===== config.mk =====
export PLATFORM = sky130hd
export DESIGN_NAME = rmc_core
export DESIGN_NICKNAME = d
export VERILOG_FILES = /design/src/shared/rmc_pkg.sv /design/src/core/rmc_core.sv
export SDC_FILE = /design/constraint.sdc
export NUM_CORES = 1
export LEC_CHECK = 0
export ABC_CLOCK_PERIOD_IN_PS = 5500
export BUFFER_PORTS_ARGS = -buffer_cell sky130_fd_sc_hd__buf_2
export CAP_MARGIN = 15
export CORE_MARGIN = 2
export CORE_UTILIZATION = 62
export DETAILED_ROUTE_END_ITERATION = 10
export PLACE_DENSITY_LB_ADDON = 0.2
export REMOVE_ABC_BUFFERS = 1
export SLEW_MARGIN = 20
export SYNTH_ARGS = -nofsm -noshare
export SYNTH_HDL_FRONTEND = slang
export SYNTH_SLANG_ARGS = --single-unit

===== constraint.sdc =====
create_clock -name pclk -period 5.5 [get_ports pclk]
set_input_delay 0.275 -clock pclk [delete_from_list [all_inputs] [get_ports pclk]]
set_output_delay 0.275 -clock pclk [all_outputs]
set_load 0.03 [all_outputs]

===== src/shared/rmc_pkg.sv =====
// Shared constants and types of the radio mode controller
package rmc_pkg;

	// ------------------------------------------------------------
	// Timing
	// ------------------------------------------------------------
	localparam int CLK_PERIOD_NS    = 8;
	localparam int MS_NS            = 1_000_000;
	localparam int MS_CYCLES        = MS_NS / CLK_PERIOD_NS;
	localparam int LISTEN_RATE1_MS  = 35;
	localparam int LISTEN_RATE0_MS  = 225;
	localparam int CYC_BASE_MS      = 1000;
	localparam int CTS_RESUME_FREE  = 34;
	localparam int SIB_DEPTH        = 64;

	// ------------------------------------------------------------
	// Register offsets
	// ------------------------------------------------------------
	localparam logic [7:0] ADDR_PKT    = 8'h00;
	localparam logic [7:0] ADDR_TIME   = 8'h04;
	localparam logic [7:0] ADDR_SLEEP  = 8'h08;
	localparam logic [7:0] ADDR_WAKE   = 8'h0C;
	localparam logic [7:0] ADDR_NET    = 8'h10;
	localparam logic [7:0] ADDR_ADDR   = 8'h14;
	localparam logic [7:0] ADDR_STATUS = 8'h18;

	// ------------------------------------------------------------
	// Field positions
	// ------------------------------------------------------------
	localparam int PKT_THR_LSB   = 0;
	localparam int PKT_MAX_LSB   = 8;
	localparam int SLP_MODE_LSB  = 0;
	localparam int SLP_PINW_BIT  = 4;
	localparam int SLP_RATE_BIT  = 8;
	localparam int WAKE_TIME_LSB = 0;
	localparam int WAKE_INIT_LSB = 16;
	localparam int NET_ID_LSB    = 0;
	localparam int NET_CHAN_LSB  = 16;
	localparam int STS_STATE_LSB = 0;
	localparam int STS_COUNT_LSB = 8;
	localparam int STS_CTS_BIT   = 16;
	localparam int STS_PIN_BIT   = 17;

	// ------------------------------------------------------------
	// Reset values
	// ------------------------------------------------------------
	localparam logic [7:0]  THR_RST     = 8'h40;
	localparam logic [7:0]  MAXPKT_RST  = 8'h40;
	localparam logic [15:0] TIMEOUT_RST = 16'h0003;
	localparam logic [3:0]  SMODE_RST   = 4'h0;
	localparam logic [15:0] WAKE_RST    = 16'h0BB8;
	localparam logic [15:0] INIT_RST    = 16'h0064;

	// ------------------------------------------------------------
	// Sleep mode codes and states
	// ------------------------------------------------------------
	localparam logic [3:0] SM_PIN     = 4'h1;
	localparam logic [3:0] SM_CYC_MIN = 4'h4;
	localparam logic [3:0] SM_CYC_MAX = 4'h8;

	typedef enum logic [6:0] {
		ST_IDLE = 7'b000_0001,
		ST_TXI  = 7'b000_0010,
		ST_TXD  = 7'b000_0100,
		ST_RX   = 7'b000_1000,
		ST_PSLP = 7'b001_0000,
		ST_CSLP = 7'b010_0000,
		ST_LSN  = 7'b100_0000
	} rmc_state_type;

endpackage


===== src/core/rmc_core.sv =====
// Radio mode controller: mode sequencing, serial input buffer, receive filter
// Behaviour
// - Idle watches radio and serial sides
// - Byte count reaching threshold starts transmission
// - Threshold 1..max packet, zero disables
// - Quiet timeout with pending bytes starts transmission
// - No transmission starts while reception runs
// - Initializer first, input keeps buffering
// - Packets up to max, until buffer empty
// - Bytes left at packet end send another
// - Forward only on id, channel, address match
// - Pin sleep mode: pin high sleeps
// - Finish transfer before pin sleep
// - Pin sleep: clear-to-send high, power low
// - Modes 4..8 give 1..16 second interval
// - Listen window 35 or 225 ms
// - Data while listening receives, then sleeps
// - Cyclic sleep flags; listen sends pending
// - Wake-up initializer seen: synchronise and receive
// - Pin wake-up forces idle from cyclic
// - Transmission is initializer then payload
// - Clear-to-send off full, on 34 free
`timescale 1ns/1ps
module rmc_core
	import rmc_pkg::*;
#(
	parameter int TICKS_PER_MS = rmc_pkg::MS_CYCLES,
	parameter int DEPTH        = rmc_pkg::SIB_DEPTH
) (
	input  wire logic        pclk,
	input  wire logic        presetn,
	input  wire logic        psel,
	input  wire logic        penable,
	input  wire logic        pwrite,
	input  wire logic [7:0]  paddr,
	input  wire logic [31:0] pwdata,
	output logic [31:0]      prdata,
	output logic             pready,
	output logic             pslverr,
	input  wire logic        sib_wr_valid,
	input  wire logic [7:0]  sib_wr_data,
	output logic             rf_tx_init,
	output logic             rf_tx_valid,
	input  wire logic        rf_tx_ready,
	output logic [7:0]       rf_tx_data,
	output logic             rf_tx_last,
	input  wire logic        rf_rx_busy,
	input  wire logic        rf_rx_init_detect,
	input  wire logic        rf_rx_valid,
	input  wire logic [7:0]  rf_rx_data,
	input  wire logic [15:0] rf_rx_net_id,
	input  wire logic [7:0]  rf_rx_channel,
	input  wire logic [15:0] rf_rx_addr,
	output logic             ser_out_valid,
	output logic [7:0]       ser_out_data,
	input  wire logic        sleep_pin,
	output logic             cts_n,
	output logic             transmit_power_indicator
);
	import rmc_pkg::*;

	localparam int CW = $clog2(DEPTH + 1);
	localparam int PW = $clog2(DEPTH);

	function automatic logic [15:0] sat_inc(input logic [15:0] v);
		sat_inc = (v == 16'hFFFF) ? v : v + 16'h0001;
	endfunction

	// ------------------------------------------------------------
	// Registers
	// ------------------------------------------------------------
	rmc_state_type   state_q;
	rmc_state_type   state_d;
	logic [7:0]      thr_q;
	logic [7:0]      maxpkt_q;
	logic [15:0]     timeout_q;
	logic [3:0]      smode_q;
	logic            pinw_q;
	logic            rate_q;
	logic [15:0]     wake_q;
	logic [15:0]     init_q;
	logic [15:0]     netid_q;
	logic [7:0]      chan_q;
	logic [15:0]     myaddr_q;
	logic [31:0]     prdata_q;
	logic [7:0]      mem_q [DEPTH];
	logic [PW-1:0]   wr_ptr_q;
	logic [PW-1:0]   rd_ptr_q;
	logic [CW-1:0]   count_q;
	logic [CW-1:0]   count_d;
	logic [7:0]      pkt_cnt_q;
	logic [31:0]     tick_cnt_q;
	logic [15:0]     quiet_q;
	logic [15:0]     idle_q;
	logic [15:0]     phase_q;
	logic            pin_s1_q;
	logic            pin_s2_q;
	logic            pin_s3_q;
	logic            sleep_lvl_q;
	logic            sleep_prev_q;
	logic            cts_n_q;
	logic            txpwr_q;
	logic            so_valid_q;
	logic [7:0]      so_data_q;

	// ------------------------------------------------------------
	// APB decode
	// ------------------------------------------------------------
	wire setup      = psel & ~penable;
	wire access     = psel & penable;
	wire wr         = access & pwrite;
	wire hit_pkt    = (paddr == ADDR_PKT);
	wire hit_time   = (paddr == ADDR_TIME);
	wire hit_sleep  = (paddr == ADDR_SLEEP);
	wire hit_wake   = (paddr == ADDR_WAKE);
	wire hit_net    = (paddr == ADDR_NET);
	wire hit_addr   = (paddr == ADDR_ADDR);
	wire hit_status = (paddr == ADDR_STATUS);
	wire hit_any    = hit_pkt | hit_time | hit_sleep | hit_wake | hit_net
		| hit_addr | hit_status;

	logic [31:0] rd_mux;
	assign rd_mux =
		hit_pkt    ? {16'h0000, maxpkt_q, thr_q} :
		hit_time   ? {16'h0000, timeout_q} :
		hit_sleep  ? {23'h0, rate_q, 3'h0, pinw_q, smode_q} :
		hit_wake   ? {init_q, wake_q} :
		hit_net    ? {8'h00, chan_q, netid_q} :
		hit_addr   ? {16'h0000, myaddr_q} :
		hit_status ? {14'h0, sleep_lvl_q, cts_n_q, 8'(count_q), 1'b0, state_q} :
		32'h0000_0000;

	assign pready  = 1'b1;
	assign pslverr = access & ~hit_any;
	assign prdata  = prdata_q;

	always_ff @(posedge pclk or negedge presetn) begin
		if (!presetn) begin
			prdata_q <= 32'h0000_0000;
		end else if (setup & ~pwrite) begin
			prdata_q <= rd_mux;
		end
	end

	always_ff @(posedge pclk or negedge presetn) begin
		if (!presetn) begin
			thr_q     <= THR_RST;
			maxpkt_q  <= MAXPKT_RST;
			timeout_q <= TIMEOUT_RST;
			smode_q   <= SMODE_RST;
			pinw_q    <= 1'b0;
			rate_q    <= 1'b1;
			wake_q    <= WAKE_RST;
			init_q    <= INIT_RST;
			netid_q   <= 16'h0000;
			chan_q    <= 8'h00;
			myaddr_q  <= 16'h0000;
		end else if (wr) begin
			if (hit_pkt) begin
				thr_q    <= pwdata[PKT_THR_LSB +: 8];
				maxpkt_q <= pwdata[PKT_MAX_LSB +: 8];
			end
			if (hit_time) timeout_q <= pwdata[15:0];
			if (hit_sleep) begin
				smode_q <= pwdata[SLP_MODE_LSB +: 4];
				pinw_q  <= pwdata[SLP_PINW_BIT];
				rate_q  <= pwdata[SLP_RATE_BIT];
			end
			if (hit_wake) begin
				wake_q <= pwdata[WAKE_TIME_LSB +: 16];
				init_q <= pwdata[WAKE_INIT_LSB +: 16];
			end
			if (hit_net) begin
				netid_q <= pwdata[NET_ID_LSB +: 16];
				chan_q  <= pwdata[NET_CHAN_LSB +: 8];
			end
			if (hit_addr) myaddr_q <= pwdata[15:0];
		end
	end

	// ------------------------------------------------------------
	// Millisecond tick and sleep pin synchroniser
	// ------------------------------------------------------------
	wire ms_tick = (tick_cnt_q == 32'(TICKS_PER_MS - 1));

	always_ff @(posedge pclk or negedge presetn) begin
		if (!presetn) begin
			tick_cnt_q   <= 32'h0000_0000;
			pin_s1_q     <= 1'b0;
			pin_s2_q     <= 1'b0;
			pin_s3_q     <= 1'b0;
			sleep_lvl_q  <= 1'b0;
			sleep_prev_q <= 1'b0;
		end else begin
			tick_cnt_q   <= ms_tick ? 32'h0000_0000 : tick_cnt_q + 32'h0000_0001;
			pin_s1_q     <= sleep_pin;
			pin_s2_q     <= pin_s1_q;
			pin_s3_q     <= pin_s2_q;
			sleep_prev_q <= sleep_lvl_q;
			if (pin_s2_q == pin_s3_q) sleep_lvl_q <= pin_s3_q;
		end
	end

	wire sleep_fall = sleep_prev_q & ~sleep_lvl_q;

	// ------------------------------------------------------------
	// Serial input buffer
	// ------------------------------------------------------------
	wire full = (count_q == CW'(DEPTH));
	wire push = sib_wr_valid & ~full;
	wire pop  = rf_tx_valid & rf_tx_ready;

	assign count_d = count_q + CW'(push) - CW'(pop);

	always_ff @(posedge pclk or negedge presetn) begin
		if (!presetn) begin
			wr_ptr_q <= '0;
			rd_ptr_q <= '0;
			count_q  <= '0;
		end else begin
			if (push) wr_ptr_q <= wr_ptr_q + PW'(1);
			if (pop) rd_ptr_q <= rd_ptr_q + PW'(1);
			count_q <= count_d;
		end
	end

	always_ff @(posedge pclk) begin
		if (push) mem_q[wr_ptr_q] <= sib_wr_data;
	end

	// ------------------------------------------------------------
	// Triggers and mode decode
	// ------------------------------------------------------------
	wire [7:0] max_eff = (maxpkt_q == 8'h00) ? 8'h01 : maxpkt_q;
	wire [7:0] thr_eff = (thr_q > max_eff) ? max_eff : thr_q;
	wire thr_trig  = (thr_q != 8'h00) && (32'(count_q) >= 32'(thr_eff));
	wire to_trig   = (timeout_q != 16'h0000) && (count_q != '0)
		&& (quiet_q >= timeout_q);
	wire tx_trig   = thr_trig | to_trig;
	wire rx_act    = rf_rx_busy | rf_rx_init_detect;
	wire cyc_mode  = (smode_q >= SM_CYC_MIN) && (smode_q <= SM_CYC_MAX);
	wire pin_mode  = (smode_q == SM_PIN);
	wire pin_req   = pin_mode & sleep_lvl_q;
	wire [15:0] cyc_ms = 16'(CYC_BASE_MS) << (smode_q - SM_CYC_MIN);
	wire [15:0] lsn_ms = rate_q ? 16'(LISTEN_RATE1_MS) : 16'(LISTEN_RATE0_MS);
	wire [15:0] init_ms = (init_q == 16'h0000) ? 16'h0001 : init_q;
	wire pkt_end   = (pkt_cnt_q == max_eff - 8'h01) || (count_q == CW'(1));
	wire sleeping  = (state_q == ST_PSLP) || (state_q == ST_CSLP);

	// ------------------------------------------------------------
	// Mode sequencer
	// ------------------------------------------------------------
	always_comb begin
		state_d = state_q;
		case (state_q)
			ST_IDLE: begin
				if (rx_act) begin
					state_d = ST_RX;
				end else if (tx_trig) begin
					state_d = ST_TXI;
				end else if (pin_req) begin
					state_d = ST_PSLP;
				end else if (cyc_mode && idle_q >= wake_q) begin
					state_d = ST_CSLP;
				end
			end
			ST_TXI: begin
				if (phase_q >= init_ms) state_d = ST_TXD;
			end
			ST_TXD: begin
				if (pop && pkt_end && count_d == '0) state_d = ST_IDLE;
			end
			ST_RX: begin
				if (!rx_act) state_d = ST_IDLE;
			end
			ST_PSLP: begin
				if (!pin_req) state_d = ST_IDLE;
			end
			ST_CSLP: begin
				if (!cyc_mode) begin
					state_d = ST_IDLE;
				end else if (pinw_q && sleep_fall) begin
					state_d = ST_IDLE;
				end else if (phase_q >= cyc_ms) begin
					state_d = ST_LSN;
				end
			end
			ST_LSN: begin
				if (rx_act) begin
					state_d = ST_RX;
				end else if (count_q != '0) begin
					state_d = ST_TXI;
				end else if (!cyc_mode) begin
					state_d = ST_IDLE;
				end else if (phase_q >= lsn_ms) begin
					state_d = ST_CSLP;
				end
			end
			default: state_d = ST_IDLE;
		endcase
	end

	always_ff @(posedge pclk or negedge presetn) begin
		if (!presetn) begin
			state_q <= ST_IDLE;
			phase_q <= 16'h0000;
		end else begin
			state_q <= state_d;
			if (state_d != state_q) phase_q <= 16'h0000;
			else if (ms_tick) phase_q <= sat_inc(phase_q);
		end
	end

	// ------------------------------------------------------------
	// Quiet and inactivity timers
	// ------------------------------------------------------------
	always_ff @(posedge pclk or negedge presetn) begin
		if (!presetn) begin
			quiet_q <= 16'h0000;
			idle_q  <= 16'h0000;
		end else begin
			if (sib_wr_valid) quiet_q <= 16'h0000;
			else if (ms_tick) quiet_q <= sat_inc(quiet_q);
			if (state_q != ST_IDLE || sib_wr_valid || rx_act) idle_q <= 16'h0000;
			else if (ms_tick) idle_q <= sat_inc(idle_q);
		end
	end

	// ------------------------------------------------------------
	// Transmit path
	// ------------------------------------------------------------
	assign rf_tx_init  = (state_q == ST_TXI);
	assign rf_tx_valid = (state_q == ST_TXD) && (count_q != '0);
	assign rf_tx_data  = mem_q[rd_ptr_q];
	assign rf_tx_last  = rf_tx_valid & pkt_end;

	always_ff @(posedge pclk or negedge presetn) begin
		if (!presetn) begin
			pkt_cnt_q <= 8'h00;
		end else if (state_q != ST_TXD) begin
			pkt_cnt_q <= 8'h00;
		end else if (pop) begin
			pkt_cnt_q <= pkt_end ? 8'h00 : pkt_cnt_q + 8'h01;
		end
	end

	// ------------------------------------------------------------
	// Receive filter
	// ------------------------------------------------------------
	wire rx_match = (rf_rx_net_id == netid_q) && (rf_rx_channel == chan_q)
		&& (rf_rx_addr == myaddr_q);

	always_ff @(posedge pclk or negedge presetn) begin
		if (!presetn) begin
			so_valid_q <= 1'b0;
			so_data_q  <= 8'h00;
		end else begin
			so_valid_q <= rf_rx_valid & rx_match & ~sleeping;
			if (rf_rx_valid & rx_match) so_data_q <= rf_rx_data;
		end
	end

	assign ser_out_valid = so_valid_q;
	assign ser_out_data  = so_data_q;

	// ------------------------------------------------------------
	// Flow control and power indicator
	// ------------------------------------------------------------
	wire [CW-1:0] free_d = CW'(DEPTH) - count_d;

	always_ff @(posedge pclk or negedge presetn) begin
		if (!presetn) begin
			cts_n_q <= 1'b0;
			txpwr_q <= 1'b1;
		end else begin
			if (state_d == ST_PSLP || state_d == ST_CSLP) begin
				cts_n_q <= 1'b1;
			end else if (count_d == CW'(DEPTH)) begin
				cts_n_q <= 1'b1;
			end else if (free_d >= CW'(CTS_RESUME_FREE)) begin
				cts_n_q <= 1'b0;
			end
			txpwr_q <= ~(state_d == ST_PSLP || state_d == ST_CSLP);
		end
	end

	assign cts_n                    = cts_n_q;
	assign transmit_power_indicator = txpwr_q;

endmodule


# Word-level counts from Yosys, hierarchy flattened

Memories as Yosys holds them, arrays and structs flattened.
Index checks and enable logic that the tools add are counted.

Bits in registers: 272
Output and inout bits: 56
Bits of input ports: 107
Memories kept: 1
Memory bits (writable): 512
Word-level logic and storage cells: 197

$add $sub $neg: 12
Multiplexer cells: 45
Bitwise operators: 27
Shifts and indexed selects: 1
Reduce and logical (&&, ||, !) cells: 37
Order comparisons: 10
Eq/ne operators: 34

Memories:

| memory | words | bits a word | read ports | clocked after memory_dff | write ports | line           | RTL |
|---|---|---|---|---|---|---|---|
| mem_q  | 64    | 8           | 1          | 0                        | 1           | rmc_core.sv:86 | `logic [7:0] mem_q [DEPTH];` |

Operators with widths:

| kind                    | number |
|---|---|
| $mux W16                | 10 |
| $mux W32                | 5 |
| $mux W7                 | 15 |
| $ge A16 B16 Y1          | 4 |
| $pmux W7 S7             | 1 |
| $add A16 B1 Y16 const B | 3 |
| $eq A16 B16 Y1 const B  | 3 |
| $mux W8                 | 6 |
| $mux W18                | 2 |
| $add A32 B1 Y32 const B | 1 |
| $eq A16 B16 Y1          | 2 |
| $eq A32 B17 Y1 const B  | 1 |
| $eq A8 B5 Y1 const B    | 3 |
| $mux W24                | 1 |
| $eq A7 B7 Y1 const B    | 3 |
| $reduce_and A2 Y1       | 9 |
| $eq A8 B4 Y1 const B    | 2 |
| $eq A8 B8 Y1            | 2 |
| $ge A16 B8 Y1           | 1 |
| $logic_not A16 Y1       | 1 |
| $logic_not A8 Y1        | 2 |
| $reduce_bool A16 Y1     | 1 |
| $shl A10 B4 Y16 const A | 1 |
| $eq A7 B1 Y1 const B    | 2 |
| other kinds (35)        | 85 |

# Logic depth before layout (Yosys ltp)

Word-level depth: 13
Depth in mapped cells: 22
Depth with buffers taken out: 19

# Worst setup path before layout

OpenSTA, ideal clock, no wires.

Path type: flip-flop to flip-flop
Start point: reg maxpkt_q[3]
End point: reg phase_q[3]
Cell stages (with the launch flop): 22
Required time: 5430 ps
Library setup time: 70 ps
Path slack: 1137 ps
Buffers on the path: 3
Clock period less this slack: 4363 ps
Arrival time: 4293 ps
Cells stage by stage: dfrtp_1 > clkbuf_1 > nor3_2 > nand3_1 > o21bai_1 > ha_1 > and4b_1 > a211oi_1 > nor2_1 > o22ai_1 > clkbuf_1 > a21oi_1 > ha_1 > a21o_1 > a211o_1 > a41oi_1 > a211oi_1 > a31oi_1 > a21o_1 > nand4b_2 > buf_6 > nor2_2

Longest elaborated chain between the ends: 13
Elaborated cells on any way between the ends: 21
Classes of those cells: 1 x add/sub; 2 x order compare; 3 x eq/ne; 7 x mux; 1 x bitwise; 7 x reduce/logical

Ends and longest elaborated chain:

| item                                                                       | line            | RTL |
|---|---|---|
| from (decl)                                                                | rmc_core.sv:75  | `logic [7:0] maxpkt_q;` |
| from (signal assigned)                                                     | rmc_core.sv:161 | `maxpkt_q <= pwdata[PKT_MAX_LSB +: 8];` |
| $logic_not A8 Y1                                                           | rmc_core.sv:234 | `wire [7:0] max_eff = (maxpkt_q == 8'h00) ? 8'h01 : maxpkt_q;` |
| $mux W8 (*)                                                                | rmc_core.sv:234 |  |
| $gt A8 B8 Y1                                                               | rmc_core.sv:235 | `wire [7:0] thr_eff = (thr_q > max_eff) ? max_eff : thr_q;` |
| $mux W8                                                                    | rmc_core.sv:235 |  |
| $ge A7 B8 Y1                                                               | rmc_core.sv:236 | `wire thr_trig = (thr_q != 8'h00) && (32'(count_q) >= 32'(thr_eff));` |
| $logic_and A1 B1 Y1                                                        | rmc_core.sv:236 |  |
| $or A1 B1 Y1                                                               | rmc_core.sv:239 | `wire tx_trig = thr_trig \| to_trig;` |
| $mux W7                                                                    | rmc_core.sv:259 | `end else if (tx_trig) begin` |
| $mux W7                                                                    | rmc_core.sv:257 | `if (rx_act) begin` |
| $pmux W7 S7 (*)                                                            | rmc_core.sv:255 | `case (state_q)` |
| $ne A7 B7 Y1 (*)                                                           | rmc_core.sv:309 | `if (state_d != state_q) phase_q <= 16'h0000;` |
| $ne A2 B2 Y1 (no source line) / $reduce_bool A2 Y1 (equally long branches) | -               |  |
| $reduce_and A2 Y1 (no source line)                                         | -               |  |
| to (signal assigned)                                                       | rmc_core.sv:310 | `else if (ms_tick) phase_q <= sat_inc(phase_q);` |
| to (decl)                                                                  | rmc_core.sv:95  | `logic [15:0] phase_q;` |

Every way passes the cells marked *; elsewhere a longest branch is shown, timed or not.
A chain may end at the register's enable or synchronous reset.

# Final worst setup path

Start point: reg maxpkt_q[2]
End point: reg phase_q[2]

Same word-level chain as after synthesis.

==> results.ini <==
[status]
outcome=finished, final reports clean

[setup_path]
critical_path.max_fanout=14
path_cells=nor3_2, nand3_1, o21bai_1, ha_1, and4b_1, a211oi_1, nor2_1, o22ai_1, buf_4, nor2_1, a21oi_1, ha_1, a21o_1, a211o_1, a41oi_1, a211oi_1, a31oi_1, a21o_1, nand4b_2, a21oi_1
critPathArrivalTime_ns=5.60
path_class=reg2reg
slowest_stage=dfrtp_1
critPathCaptureType=flop
cp-start-kind=flop
critPathMaxStageDelay_ns=0.46
cp.required_ns=6.05

[placed_design]
finalWeightedCongestion=0.903
place_hpwl_um=58300
place.port_buffers=161
preCtsSetupSlack_ns=0.417
place_inst=3185

[pwr]
p_leak_nw=14.8
p_total_w=0.0138
ir_drop_uv=310
power.density_nw_per_um2=345

[synthesis]
synth_cell_types=85
synthesis.area_um2=35400
synthFlopType=edfxtp_1
synth-edff-count=512
yosysWarnings=0
synth_area_per_cell_um2=15.1
yosysSeqAreaShare=0.626
synth_seq_cells=784
syn_inst=2347
async_reset_ff_frac=0.347

[clocking]
htreeDepth=3
clk_pin_slew_worst_paths_ns=0.06
post_cts_buffers=0
ctsLongestPathBuffers=3
cts.repair.resized=0
clk_latency_ns=0.64
numCtsBuffers=80
tritoncts=done
cts_hold_buf=31
cts_root_buf=clkbuf_16
cts_sinks=784

[route]
vias=22100
drcViolationCount=0
avgViaCountPerCell=6.57
firstDrtPassIters=5
drt_iter0_drc=2206
ant_nets=0
wl_per_cell_um=27.4
totalWireLength_um=92300

[sta]
rsz0062_at_grt=no
setup_viol=0
finalHoldViolCount=0
whs_ns=0.0246
slew_headroom=0.239
period_share=0.919
fin_skew_ns=0.0251
min_period_ns=5.05
setup_ws_ns=0.446
slew_violations=0
tightest_slew_ns=1.14
fmax_ghz=0.198
fin_setup_tns_ns=0

[global_route]
antenna_found_initial=3
overflow=0
grt_max_degree=159
grt_pass1_wl_um=140000
first_global_vias=22300
track_usage=0.317

[cells_and_area]
multi_input_area_um2=12500
areaGrowthSynthToFinish_pct=12.9
layout.nets=2751
drive_gt1_frac=0.249
final_cells=3363
seq_area_um2=22200
n_fill_cell=3566

[floorplan]
die_w_um=243
die_y_um=243
die_area_um2=59100
boundaryPins=163
core_area_um2=56500
initial_utilization=0.627
core.rowCount=87

[run]
timing.max_cap.violations=0

[min_path]
worstHoldPathType=in2reg

area by class of cell:
type                       count  area share
timing repair buffer         212      0.0335
clock buffer                 102      0.0549
antenna                        1   0.0000625
tap                          756      0.0236
inverter                      97     0.00910
clock inverter                44      0.0121
sequential                   784       0.555
multi-input combinational   1367       0.311
per-layer routing:
metal  routed length, um  vias up  share of wire  GRT usage
met4                3380        2          0.037      0.113
met1               34800    11300           0.38      0.424
met2               46800     1191           0.51      0.535
met3                7300      211          0.079     0.0485
li1                    -     9425              -          -
met5                   9        -       0.000098          0
cell usage after synthesis (21+ instances only):
cell / count / area (um2)
mux2_2: 119 / 1340
clkbuf_1: 59 / 221
xnor2_1: 68 / 596
edfxtp_1: 512 / 15400
xor2_1: 61 / 534
mux2i_1: 26 / 260
nand3_1: 53 / 265
a21oi_1: 75 / 375
ha_1: 101 / 1260
nand4_1: 41 / 257
nor4_1: 24 / 150
inv_1: 97 / 364
nand2_1: 96 / 360
o21ai_0: 74 / 370
dfrtp_1: 255 / 6380
mux4_2: 168 / 3780
nor2_1: 163 / 612
or3_1: 21 / 131
final timing paths:
| check | from | to | slack [ns] | depth (start not counted) |
|---|---|---|---|---|
| setup / recovery | maxpkt_q[2]$_DFFE_PN0P_ | phase_q[2]$_DFFE_PN0P_ | 0.45 | 20 |
| hold / removal | rf_rx_valid | ser_out_valid$_DFF_PN0_ | 0.02 | 5 |
| max in group asynchronous | presetn | rd_ptr_q[0]$_DFFE_PN0P_ | 3.87 | 3 |
| min in group asynchronous | presetn | prdata[30]$_DFFE_PN0P_ | 0.23 | 2 |
| setup reg to reg | maxpkt_q[2]$_DFFE_PN0P_ | phase_q[2]$_DFFE_PN0P_ | 0.45 | 20 |
| hold reg to reg | pin_s1_q$_DFF_PN0_ | pin_s2_q$_DFF_PN0_ | 0.37 | 0 |
flip-flops by register name, indices dropped and copies added (netlist names), 7 cells and up:
signal,flops
netid_q,16
pkt_cnt_q,8
init_q,16
thr_q,8
wake_q,16
count_q,7
maxpkt_q,8
myaddr_q,16
chan_q,8
mem_q,512
idle_q,16
quiet_q,16
ser_out_data,8
timeout_q,16
tick_cnt_q,32
state_q,7
phase_q,16
prdata,32
logic make-up after synthesis:
family,share of synthesized area
simple gates,0.0745
fa+ha+maj,0.0365
compound gates,0.0565
buf+inv,0.0222
other cells,0.000106
mux,0.152
xor+xnor,0.0319
flops,0.626
worst max-delay path, delay by kind of cell (launching register included):
kind            cells  cell delay (ns)
buf+inv             1             0.21
simple gates        6             1.24
compound gates     11             2.58
fa+ha+maj           2             0.46
flops               1             0.46
placed cells by master, fill, tap and decap left out, types with 21 or more instances in the layout:
cell / Yosys / layout
a21oi_1: 75 / 75
buf_2: 13 / 154
buf_4: 1 / 22
clkbuf_16: 0 / 82
dfrtp_1: 255 / 252
dlygate4sd3_1: 0 / 31
edfxtp_1: 512 / 512
ha_1: 101 / 101
inv_1: 97 / 97
mux2_2: 119 / 119
mux2i_1: 26 / 26
mux4_2: 168 / 168
nand2_1: 96 / 96
nand3_1: 53 / 53
nand4_1: 41 / 41
nor2_1: 163 / 163
nor4_1: 24 / 24
o21ai_0: 74 / 74
or3_1: 21 / 21
xnor2_1: 68 / 68
xor2_1: 61 / 61
stage by stage:
step | area [um2] | utilization
6_report | 40000 | 0.708
4_1_cts | 40000 | 0.708
2_1_floorplan | 35000 | -
5_1_grt | 40000 | 0.708
3_3_place_gp | 37000 | 0.655
3_5_place_dp | 37000 | 0.655
power breakdown:
| part | internal (W) | switching, W |
|---|---|---|
| clock network | 0.00322 | 0.00235 |
| registers | 0.00654 | 0.000204 |
| logic | 0.000507 | 0.000997 |
(Power assumes the default switching activity.)
